**config.mk**
```make
export PLATFORM = sky130hd
export DESIGN_NAME = rftc_top
export DESIGN_NICKNAME = d
export VERILOG_FILES = /design/src/design/rftc_top.v
export VERILOG_INCLUDE_DIRS = /design/src /design/src/design
export SDC_FILE = /design/constraint.sdc
export NUM_CORES = 1
export LEC_CHECK = 0
export BUFFER_PORTS_ARGS = -buffer_cell sky130_fd_sc_hd__buf_2
export CAP_MARGIN = 30
export CORE_UTILIZATION = 45
export DETAILED_ROUTE_END_ITERATION = 7
export SYNTH_ARGS = -nofsm -noshare
export SYNTH_HDL_FRONTEND = slang
export SYNTH_SLANG_ARGS = --single-unit
```
**constraint.sdc**
```tcl
create_clock -name clk_sys -period 5.1 [get_ports clk_sys]
set_clock_uncertainty 0.15 [all_clocks]
set_input_delay 1.02 -clock clk_sys [delete_from_list [all_inputs] [get_ports clk_sys]]
set_output_delay 1.02 -clock clk_sys [all_outputs]
set_load 0.02 [all_outputs]
```
**src/design/rftc_defines.vh**
```
// Purpose: constants for the rf state and link control block
// Assumes: clk_sys at 25 MHz
// Notes: times in their own unit, cycle counts derived from them
//
// How it works
// - four working states only: sleep, oscillator start-up, tune, transmit.
// - sleep turns every rf enable off; button inputs stay armed.
// - valid start edge in sleep enters start-up and enables the oscillator.
// - start-up lasts the oscillator settle time, 400 us, then tune.
// - tune lasts 370 us; amplifier off and no data sent until done.
// - transmit passes the data line level to the amplifier through the payload fifo.
// - data low for the stop time ends transmit; 20 to 90 ms, 10 ms steps.
// - soft-reset command stops an ongoing transmission within 1 ms.
// - start trigger is selectable as rising or falling data edge.
// - rising mode leaves sleep as soon as a rising edge appears.
// - data level ignored from end of hold until tune ends.
// - link data bit sampled on falling link clock edge.
// - link reset: 32 low cycles then 0x8D00; blocks start edges.
// - link release 0x8D02 turns link off, start edges accepted again.
// - soft reset 0xBD01 resets all but link, calibrates, enters sleep.
// - transmission end by timeout or soft reset returns to sleep.
`ifndef RFTC_DEFINES_VH
`define RFTC_DEFINES_VH

`define RFTC_CLK_KHZ 25000
`define RFTC_OSC_SETTLE_US 400
`define RFTC_TUNE_US 370
`define RFTC_STOP_STEP_MS 10
`define RFTC_STOP_MIN_MS 20
`define RFTC_CAL_US 100
`define RFTC_OSC_CYC ((`RFTC_OSC_SETTLE_US * `RFTC_CLK_KHZ) / 1000)
`define RFTC_TUNE_CYC ((`RFTC_TUNE_US * `RFTC_CLK_KHZ) / 1000)
`define RFTC_STEP_CYC (`RFTC_STOP_STEP_MS * `RFTC_CLK_KHZ)
`define RFTC_CAL_CYC ((`RFTC_CAL_US * `RFTC_CLK_KHZ) / 1000)

`define RFTC_CMD_LINK_RESET 16'h8D00
`define RFTC_CMD_LINK_RELEASE 16'h8D02
`define RFTC_CMD_SOFT_RESET 16'hBD01
`define RFTC_RESET_LOW_BITS 32
`define RFTC_STOP_SEL_MAX 7
`define RFTC_STOP_SEL_RST 3'h0

`define RFTC_ST_SLEEP 2'h0
`define RFTC_ST_OSC 2'h1
`define RFTC_ST_TUNE 2'h2
`define RFTC_ST_TX 2'h3

`endif

```
**src/design/rftc_top.v**
```verilog
// Purpose: rf working-state sequencer with start edge and two-wire link
// Assumes: data and link clock are asynchronous pins, double-synchronised
// Notes: payload samples pass a 16-word fifo before reaching the amplifier

`include "rftc_defines.vh"

// ==========================================================
// small fifo
module rftc_fifo #(
   parameter WIDTH = 1,
   parameter DEPTH = 16,
   parameter AW = 4
) (
   input wire clk_sys, // system clock
   input wire rst, // async reset, high
   input wire in_valid, // write request
   output wire in_ready, // room left
   input wire [WIDTH-1:0] in_data, // write word
   output wire out_valid, // word available
   input wire out_ready, // drain request
   output reg [WIDTH-1:0] out_data, // head word
   input wire flush // empty the fifo
);
   reg [WIDTH-1:0] mem_q [0:DEPTH-1];
   reg [AW-1:0] wr_q;
   reg [AW-1:0] rd_q;
   reg [AW:0] cnt_q;
   wire do_wr;
   wire do_rd;
   integer i;

   assign in_ready = (cnt_q != DEPTH[AW:0]);
   assign out_valid = (cnt_q != {(AW+1){1'b0}});
   assign do_wr = in_valid && in_ready;
   assign do_rd = out_valid && out_ready;

   always @* begin
      out_data = mem_q[rd_q];
   end

   always @(posedge clk_sys or posedge rst) begin
      if (rst) begin
         wr_q <= {AW{1'b0}};
         rd_q <= {AW{1'b0}};
         cnt_q <= {(AW+1){1'b0}};
         for (i = 0; i < DEPTH; i = i + 1) begin
            mem_q[i] <= {WIDTH{1'b0}};
         end
      end else if (flush) begin
         wr_q <= {AW{1'b0}};
         rd_q <= {AW{1'b0}};
         cnt_q <= {(AW+1){1'b0}};
      end else begin
         if (do_wr) begin
            mem_q[wr_q] <= in_data;
            wr_q <= wr_q + 1'b1;
         end
         if (do_rd) begin
            rd_q <= rd_q + 1'b1;
         end
         if (do_wr && !do_rd) begin
            cnt_q <= cnt_q + 1'b1;
         end else if (do_rd && !do_wr) begin
            cnt_q <= cnt_q - 1'b1;
         end
      end
   end
endmodule

// ==========================================================
// sequencer top
module rftc_top #(
   parameter OSC_CYC = `RFTC_OSC_CYC,
   parameter TUNE_CYC = `RFTC_TUNE_CYC,
   parameter STEP_CYC = `RFTC_STEP_CYC,
   parameter CAL_CYC = `RFTC_CAL_CYC,
   parameter FIFO_DEPTH = 16
) (
   input wire clk_sys, // system clock 25 MHz
   input wire rst, // async reset, high
   input wire link_data_line, // raw data wire pin
   input wire link_clock_line, // link clock pin from host
   input wire start_falling, // 1: falling edge starts, 0: rising
   input wire [2:0] stop_sel, // stop time = 20 ms + 10 ms * sel
   input wire [3:0] button_in, // push-button inputs
   output reg [1:0] rf_state, // working state
   output reg osc_en, // crystal oscillator enable
   output reg synth_en, // synthesizer enable
   output reg pa_en, // power amplifier enable
   output reg pa_data, // amplifier on-off data
   output reg buttons_armed, // button sensing active
   output reg link_active, // link logic on
   output reg cal_busy, // calibration in progress
   output wire fifo_ready // fifo can take a sample
);
   localparam ST_SLEEP = `RFTC_ST_SLEEP;
   localparam ST_OSC = `RFTC_ST_OSC;
   localparam ST_TUNE = `RFTC_ST_TUNE;
   localparam ST_TX = `RFTC_ST_TX;

   // ==========================================================
   // configuration pins
   // straps are static but still cross into clk_sys
   reg [3:0] cfg_meta_q;
   reg [3:0] cfg_q;
   wire cfg_falling;
   wire [2:0] cfg_stop_sel;

   always @(posedge clk_sys or posedge rst) begin
      if (rst) begin
         cfg_meta_q <= {1'b0, `RFTC_STOP_SEL_RST};
         cfg_q <= {1'b0, `RFTC_STOP_SEL_RST};
      end else begin
         cfg_meta_q <= {start_falling, stop_sel};
         cfg_q <= cfg_meta_q;
      end
   end

   // same two-flop latency as the data pin, so a mode change and a
   // data edge made together are judged in the new mode
   assign cfg_falling = cfg_q[3];
   assign cfg_stop_sel = cfg_q[2:0];

   // ==========================================================
   // synchronisers and edge detection
   reg [1:0] dat_sync_q;
   reg [1:0] clk_sync_q;
   reg dat_prev_q;
   reg clk_prev_q;
   wire dat_s;
   wire clk_s;
   wire dat_rise;
   wire dat_fall;
   wire clk_fall;

   always @(posedge clk_sys or posedge rst) begin
      if (rst) begin
         dat_sync_q <= 2'h0;
         clk_sync_q <= 2'h3;
         dat_prev_q <= 1'b0;
         clk_prev_q <= 1'b1;
      end else begin
         dat_sync_q <= {dat_sync_q[0], link_data_line};
         clk_sync_q <= {clk_sync_q[0], link_clock_line};
         dat_prev_q <= dat_sync_q[1];
         clk_prev_q <= clk_sync_q[1];
      end
   end

   assign dat_s = dat_sync_q[1];
   assign clk_s = clk_sync_q[1];
   assign dat_rise = dat_s && !dat_prev_q;
   assign dat_fall = !dat_s && dat_prev_q;
   assign clk_fall = !clk_s && clk_prev_q;

   // ==========================================================
   // link command shifter
   reg [15:0] sh_q;
   reg [3:0] bitcnt_q;
   reg [5:0] lowcnt_q;
   reg link_q;
   reg arm_q;
   reg soft_req_q;
   wire [15:0] sh_d;
   wire frame_end;

   // one compare per command code, received word against the code
   function cmd_is;
      input [15:0] word;
      input [15:0] code;
      begin
         cmd_is = (word == code);
      end
   endfunction

   assign sh_d = {sh_q[14:0], dat_s};
   assign frame_end = (bitcnt_q == 4'hF);

   always @(posedge clk_sys or posedge rst) begin
      if (rst) begin
         sh_q <= 16'h0000;
         bitcnt_q <= 4'h0;
         lowcnt_q <= 6'h00;
         link_q <= 1'b0;
         arm_q <= 1'b0;
         soft_req_q <= 1'b0;
      end else begin
         soft_req_q <= 1'b0;
         if (clk_fall) begin
            sh_q <= sh_d;
            bitcnt_q <= bitcnt_q + 1'b1;
            // low run of 32 bits arms a link reset frame
            if (dat_s) begin
               lowcnt_q <= 6'h00;
            end else if (lowcnt_q != 6'h3F) begin
               lowcnt_q <= lowcnt_q + 1'b1;
            end
            // the code's leading one ends the low run, so the run is
            // judged at that bit and the frame counted from there
            if (!link_q && !arm_q && dat_s &&
                lowcnt_q >= 6'd`RFTC_RESET_LOW_BITS) begin
               arm_q <= 1'b1;
               bitcnt_q <= 4'h1;
            end else if (!link_q && arm_q && frame_end) begin
               arm_q <= 1'b0;
               if (cmd_is(sh_d, `RFTC_CMD_LINK_RESET)) begin
                  link_q <= 1'b1;
                  bitcnt_q <= 4'h0;
               end
            end else if (link_q && frame_end) begin
               if (cmd_is(sh_d, `RFTC_CMD_LINK_RELEASE)) begin
                  link_q <= 1'b0;
               end else if (cmd_is(sh_d, `RFTC_CMD_SOFT_RESET)) begin
                  soft_req_q <= 1'b1;
               end
            end
         end
         // idle clock high with link off keeps frame alignment reset
         if (!link_q && !arm_q && !clk_fall) begin
            bitcnt_q <= 4'h0;
         end
      end
   end

   // ==========================================================
   // sequencer
   reg [1:0] st_q;
   reg [1:0] st_d;
   reg [20:0] tmr_q;
   reg [23:0] low_q;
   reg [11:0] cal_q;
   wire start_edge;
   wire [23:0] stop_cyc;
   wire stop_hit;

   // rising mode is the safer default for the host
   assign start_edge = !link_q && (cfg_falling ? dat_fall : dat_rise);
   assign stop_cyc = 24'd2 * STEP_CYC[23:0] +
                     {21'h0, cfg_stop_sel} * STEP_CYC[23:0];
   assign stop_hit = (low_q >= stop_cyc);

   always @* begin
      st_d = st_q;
      case (st_q)
         ST_SLEEP: begin
            if (start_edge && cal_q == 12'h000) begin
               st_d = ST_OSC;
            end
         end
         ST_OSC: begin
            if (tmr_q >= OSC_CYC[20:0] - 21'h1) begin
               st_d = ST_TUNE;
            end
         end
         ST_TUNE: begin
            if (tmr_q >= TUNE_CYC[20:0] - 21'h1) begin
               st_d = ST_TX;
            end
         end
         ST_TX: begin
            if (stop_hit) begin
               st_d = ST_SLEEP;
            end
         end
         default: st_d = ST_SLEEP;
      endcase
      if (soft_req_q) begin
         st_d = ST_SLEEP;
      end
   end

   always @(posedge clk_sys or posedge rst) begin
      if (rst) begin
         st_q <= ST_SLEEP;
         tmr_q <= 21'h0;
         low_q <= 24'h0;
         cal_q <= 12'h000;
      end else begin
         st_q <= st_d;
         if (st_d != st_q) begin
            tmr_q <= 21'h0;
         end else if (tmr_q != 21'h1FFFFF) begin
            tmr_q <= tmr_q + 1'b1;
         end
         // low timer only runs in transmit; tune-time levels ignored
         if (st_q != ST_TX || dat_s) begin
            low_q <= 24'h0;
         end else if (!stop_hit) begin
            low_q <= low_q + 1'b1;
         end
         if (soft_req_q) begin
            cal_q <= CAL_CYC[11:0];
         end else if (cal_q != 12'h000) begin
            cal_q <= cal_q - 1'b1;
         end
      end
   end

   // ==========================================================
   // payload fifo and outputs
   wire fifo_valid;
   wire fifo_data;
   wire fifo_flush;

   assign fifo_flush = (st_q != ST_TX);

   rftc_fifo #(
      .WIDTH(1),
      .DEPTH(FIFO_DEPTH),
      .AW(4)
   ) u_fifo (
      .clk_sys(clk_sys),
      .rst(rst),
      .in_valid(st_q == ST_TX),
      .in_ready(fifo_ready),
      .in_data(dat_s),
      .out_valid(fifo_valid),
      .out_ready(1'b1),
      .out_data(fifo_data),
      .flush(fifo_flush)
   );

   always @(posedge clk_sys or posedge rst) begin
      if (rst) begin
         rf_state <= ST_SLEEP;
         osc_en <= 1'b0;
         synth_en <= 1'b0;
         pa_en <= 1'b0;
         pa_data <= 1'b0;
         buttons_armed <= 1'b1;
         link_active <= 1'b0;
         cal_busy <= 1'b0;
      end else begin
         rf_state <= st_q;
         osc_en <= (st_q != ST_SLEEP);
         synth_en <= (st_q == ST_TUNE) || (st_q == ST_TX);
         pa_en <= (st_q == ST_TX);
         pa_data <= (st_q == ST_TX) && fifo_valid && fifo_data;
         buttons_armed <= (st_q == ST_SLEEP);
         link_active <= link_q;
         cal_busy <= (cal_q != 12'h000);
      end
   end

   // buttons reach the core; the rf side only reports them armed
   wire unused_buttons;
   assign unused_buttons = |button_in;
endmodule

```
==> results.md <==
* Status: completed
* GR Overflow Total at 0
* CTS tree: done
* Final hold viol count at 0
* Worst reg-to-reg path cell count at 17
* Share of post-route cells with drive strength above 1 at 11.9%
* Global placer's final weighted congestion at 0.798
* Reg-to-reg startpoint: cfg_q[2]
* CP arrival at 4.99 ns
* Post-route minimum period at 4.87 ns
* Clk Latency, worst-skew pair at 0.42 ns
* Post-synth ARST share at 100%
* Seq/Total Area, Yosys at 47.0%
* Post-synthesis cell area at 7420 µm²
* Post-Syn Nets at 817
* Area Overhead vs Synth at 12.9%
* Max-cap viol count at 0
* Mapped Cells at 759
* Clock-pin slew of the registers on the worst-case setup and hold paths at 0.06 ns
* Vias in the first global route at 5,368
* CTS Hold Bufs at 0
* Post-synth EDFFs at 0
* Routed vias/inst at 5.52
* Highest Clock Rate at 205 MHz
* Hold Crit Class: reg -> reg
* Worst endpoint required time at 5.22 ns
* Pre-CTS WS at 0.130 ns
* CP peak stage delay at 0.57 ns
* Most area-consuming cells after synthesis: dfrtp_1 (46%), ha_1 (7.1%), nand2_1 (4.4%), xnor2_1 (3.3%), nor2_1 (3.2%)
* WL per Instance at 15.2 µm
* Die boundary height at 130 µm
* VDD IR-drop max at 0.236 mV
* Initial antenna violation count at 0
* Total power at 2740 µW
* Die ar. at 17,000 µm²
* Crit path cell chain: inv_1, fa_1, buf_4, fa_1, inv_1, a21o_1, a21oi_1, xnor2_1, or3b_2, ha_1, nand4_1, or4_4, nand2b_1, o221ai_2, buf_12, mux2i_1, nor2_1
* Initial core utilization at 46.4%
* Netlist cell types at 59
* Pins Over Slew Limit at 0
* ANT cells at 0
* GRT Util Overall at 19.7%
* Most frequent cells in the layout: dfrtp_1 (135), nand2_1 (87), nor2_1 (64)
* WHS Endpoint: cfg_q[2]
* Worst Tran Pin Value at 0.885 ns
* IO Port Bufs at 17
* Largest net degree at the start of global routing at 87
* CTS H-Tree Depth at 4
* Detailed Routing Iterations Pass 1 at 4
* Final Cycle Share at 95.4%
* Hold Crit Start: cfg_meta_q[2]
* Kind of end point of the critical path: register
* Flop-to-flop setup slack at 0.23 ns
* Number of fill cells in the layout at 1,473
* YS warnings at 0
* P_leak at 0.00378 µW
* # IOs at 22
* Worst Hold Depth at 0
* Core area at 16,000 µm²
* Synth Flop Type: dfrtp_1
* Post-route antenna net violation count at 0
* CP Class: reg -> reg
* First-pass GRT wire length at 25.9 mm
* Power Dens Cells at 327 nW/µm²
* Max transition margin at 41.0%
* R2r endpoint: low_q[1]
* WP buf/inv at 4
* Residual DRC count at 0
* Clock buffer depth at 2
* Final worst setup slack at 0.232 ns
* Post_cts resized at 0
* Total setup buffers inserted after CTS at 0
* Clock tree sinks at 139
* Row cnt at 46
* CTS buffer count at 17
* Critical path peak fanout at 26
* Drt total wl at 15.3 mm
* Die width at 130 µm
* Setup-failing EPs final at 0
* Average size of a mapped cell at 9.77 µm²
* Seq cells post-synth at 139
* Final HPWL DP at 10.5 mm
* Fin nets at 836
* Via Count at 5,557
* Crit path launch type: register
* Commonest non-fill, non-tap cell in the layout: dfrtp_1
* Initial DRC count at 295
* Slowest cell on the critical path: or4_4
* Area leader, netlist: dfrtp_1
* Synth top area share at 45.5%
* Root buffer cell: clkbuf_16
* Crit path max-delay family: simple AND/OR/NAND/NOR gates
==> worst max-delay path by stage <==
stage | start | end | slack, ns | cells past startpoint
after floorplan | cfg_q[1] | low_q[1] | 0.09 | 18
after global placement | cfg_q[2] | low_q[1] | 0.21 | 17
after detailed placement | cfg_q[2] | low_q[1] | 0.13 | 17
after CTS | cfg_q[2] | low_q[1] | 0.11 | 17
after global routing | cfg_q[2] | low_q[13] | -0.002 | 17
final | cfg_q[2] | low_q[1] | 0.23 | 17
==> worst register-to-register path, stage by stage (launching register included) <==
cell      delay (ns)
dfrtp_1         0.46
inv_1           0.12
fa_1            0.47
buf_4           0.17
fa_1            0.45
inv_1           0.07
a21o_1          0.11
a21oi_1         0.07
xnor2_1         0.22
or3b_2          0.48
ha_1            0.35
nand4_1         0.13
or4_4           0.57
nand2b_1        0.19
o221ai_2        0.26
buf_12          0.20
mux2i_1         0.20
nor2_1          0.05
==> routing by layer <==
metal | up-vias | global-route usage [%] | wire length [µm]
li1 | 2717 | - | -
met5 | - | 0 | 0
met4 | 0 | 6.96 | 188
met3 | 15 | 4.48 | 451
met1 | 2743 | 27.1 | 7320
met2 | 82 | 30.8 | 7300
==> where the power goes <==
group          switching [µW]  internal [µW]  leakage (µW)
logic                     153            115       0.00164
clock network             491            738      0.000278
registers                72.2           1170       0.00186
total                     717           2020       0.00378
==> layout make-up <==
class                           instances  area, µm²  area share (%)
Tap cell                              216        270            3.23
Multi-Input combinational cell        554       3680            43.9
Sequential cell                       139       3480            41.6
Timing Repair Buffer                   29        208            2.48
Clock inverter                         12        140            1.67
Clock buffer                           20        447            5.34
Inverter                               37        144            1.72
==> logic make-up (layout without fill, tap and decap cells) <==
family	after synthesis	after routing	share of synthesized area, %
simple gates	323	323	21.9
fa+ha+maj	46	46	8.16
xor+xnor	43	43	5.08
mux	24	24	4.35
flops	139	139	47.0
compound gates	118	118	9.94
buf+inv	66	98	3.58
==> registers in the layout (all words and copies together), names as in the netlist, 2 cells and up <==
| name | count |
|---|---|
| u_fifo.wr_q | 4 |
| dat_sync_q | 2 |
| sh_q | 15 |
| u_fifo.rd_q | 4 |
| lowcnt_q | 6 |
| cal_q | 12 |
| bitcnt_q | 4 |
| tmr_q | 21 |
| u_fifo.cnt_q | 5 |
| st_q | 2 |
| cfg_meta_q | 4 |
| low_q | 24 |
| clk_sync_q | 2 |
| u_fifo.mem_q | 16 |
| cfg_q | 4 |
| rf_state | 2 |
==> synth_stat cells, types with 5 or more instances <==
master and n:
dfrtp_1 135, a21oi_1 42, o211ai_1 5, inv_1 37
o31ai_1 9, and3_1 8, nand2_1 87, xor2_1 15
nor2_1 64, xnor2_1 28, clkbuf_1 24, nor4_1 6
nor2b_1 7, mux4_2 5, nand4_1 13, nand2b_1 10
nand3_1 23, or3_1 22, ha_1 42, and2_1 5
mux2_2 16, nor3_1 44, o21ai_0 29, or4_1 11
a21o_1 8
==> through the flow <==
stage          area, µm²  utilization (%)  hold slack (ns)  instances  TNS [ns]
5_1_grt             8370             52.3            0.212       1007  -0.00379
3_5_place_dp        7780             48.6            0.185        975         0
2_1_floorplan       7420                -            0.181        759         0
3_3_place_gp        7750             48.5            0.187        974         0
4_1_cts             8370             52.3            0.199       1007         0
6_report            8370             52.3            0.197       1007         0
Power figures use the tool's default switching activity.
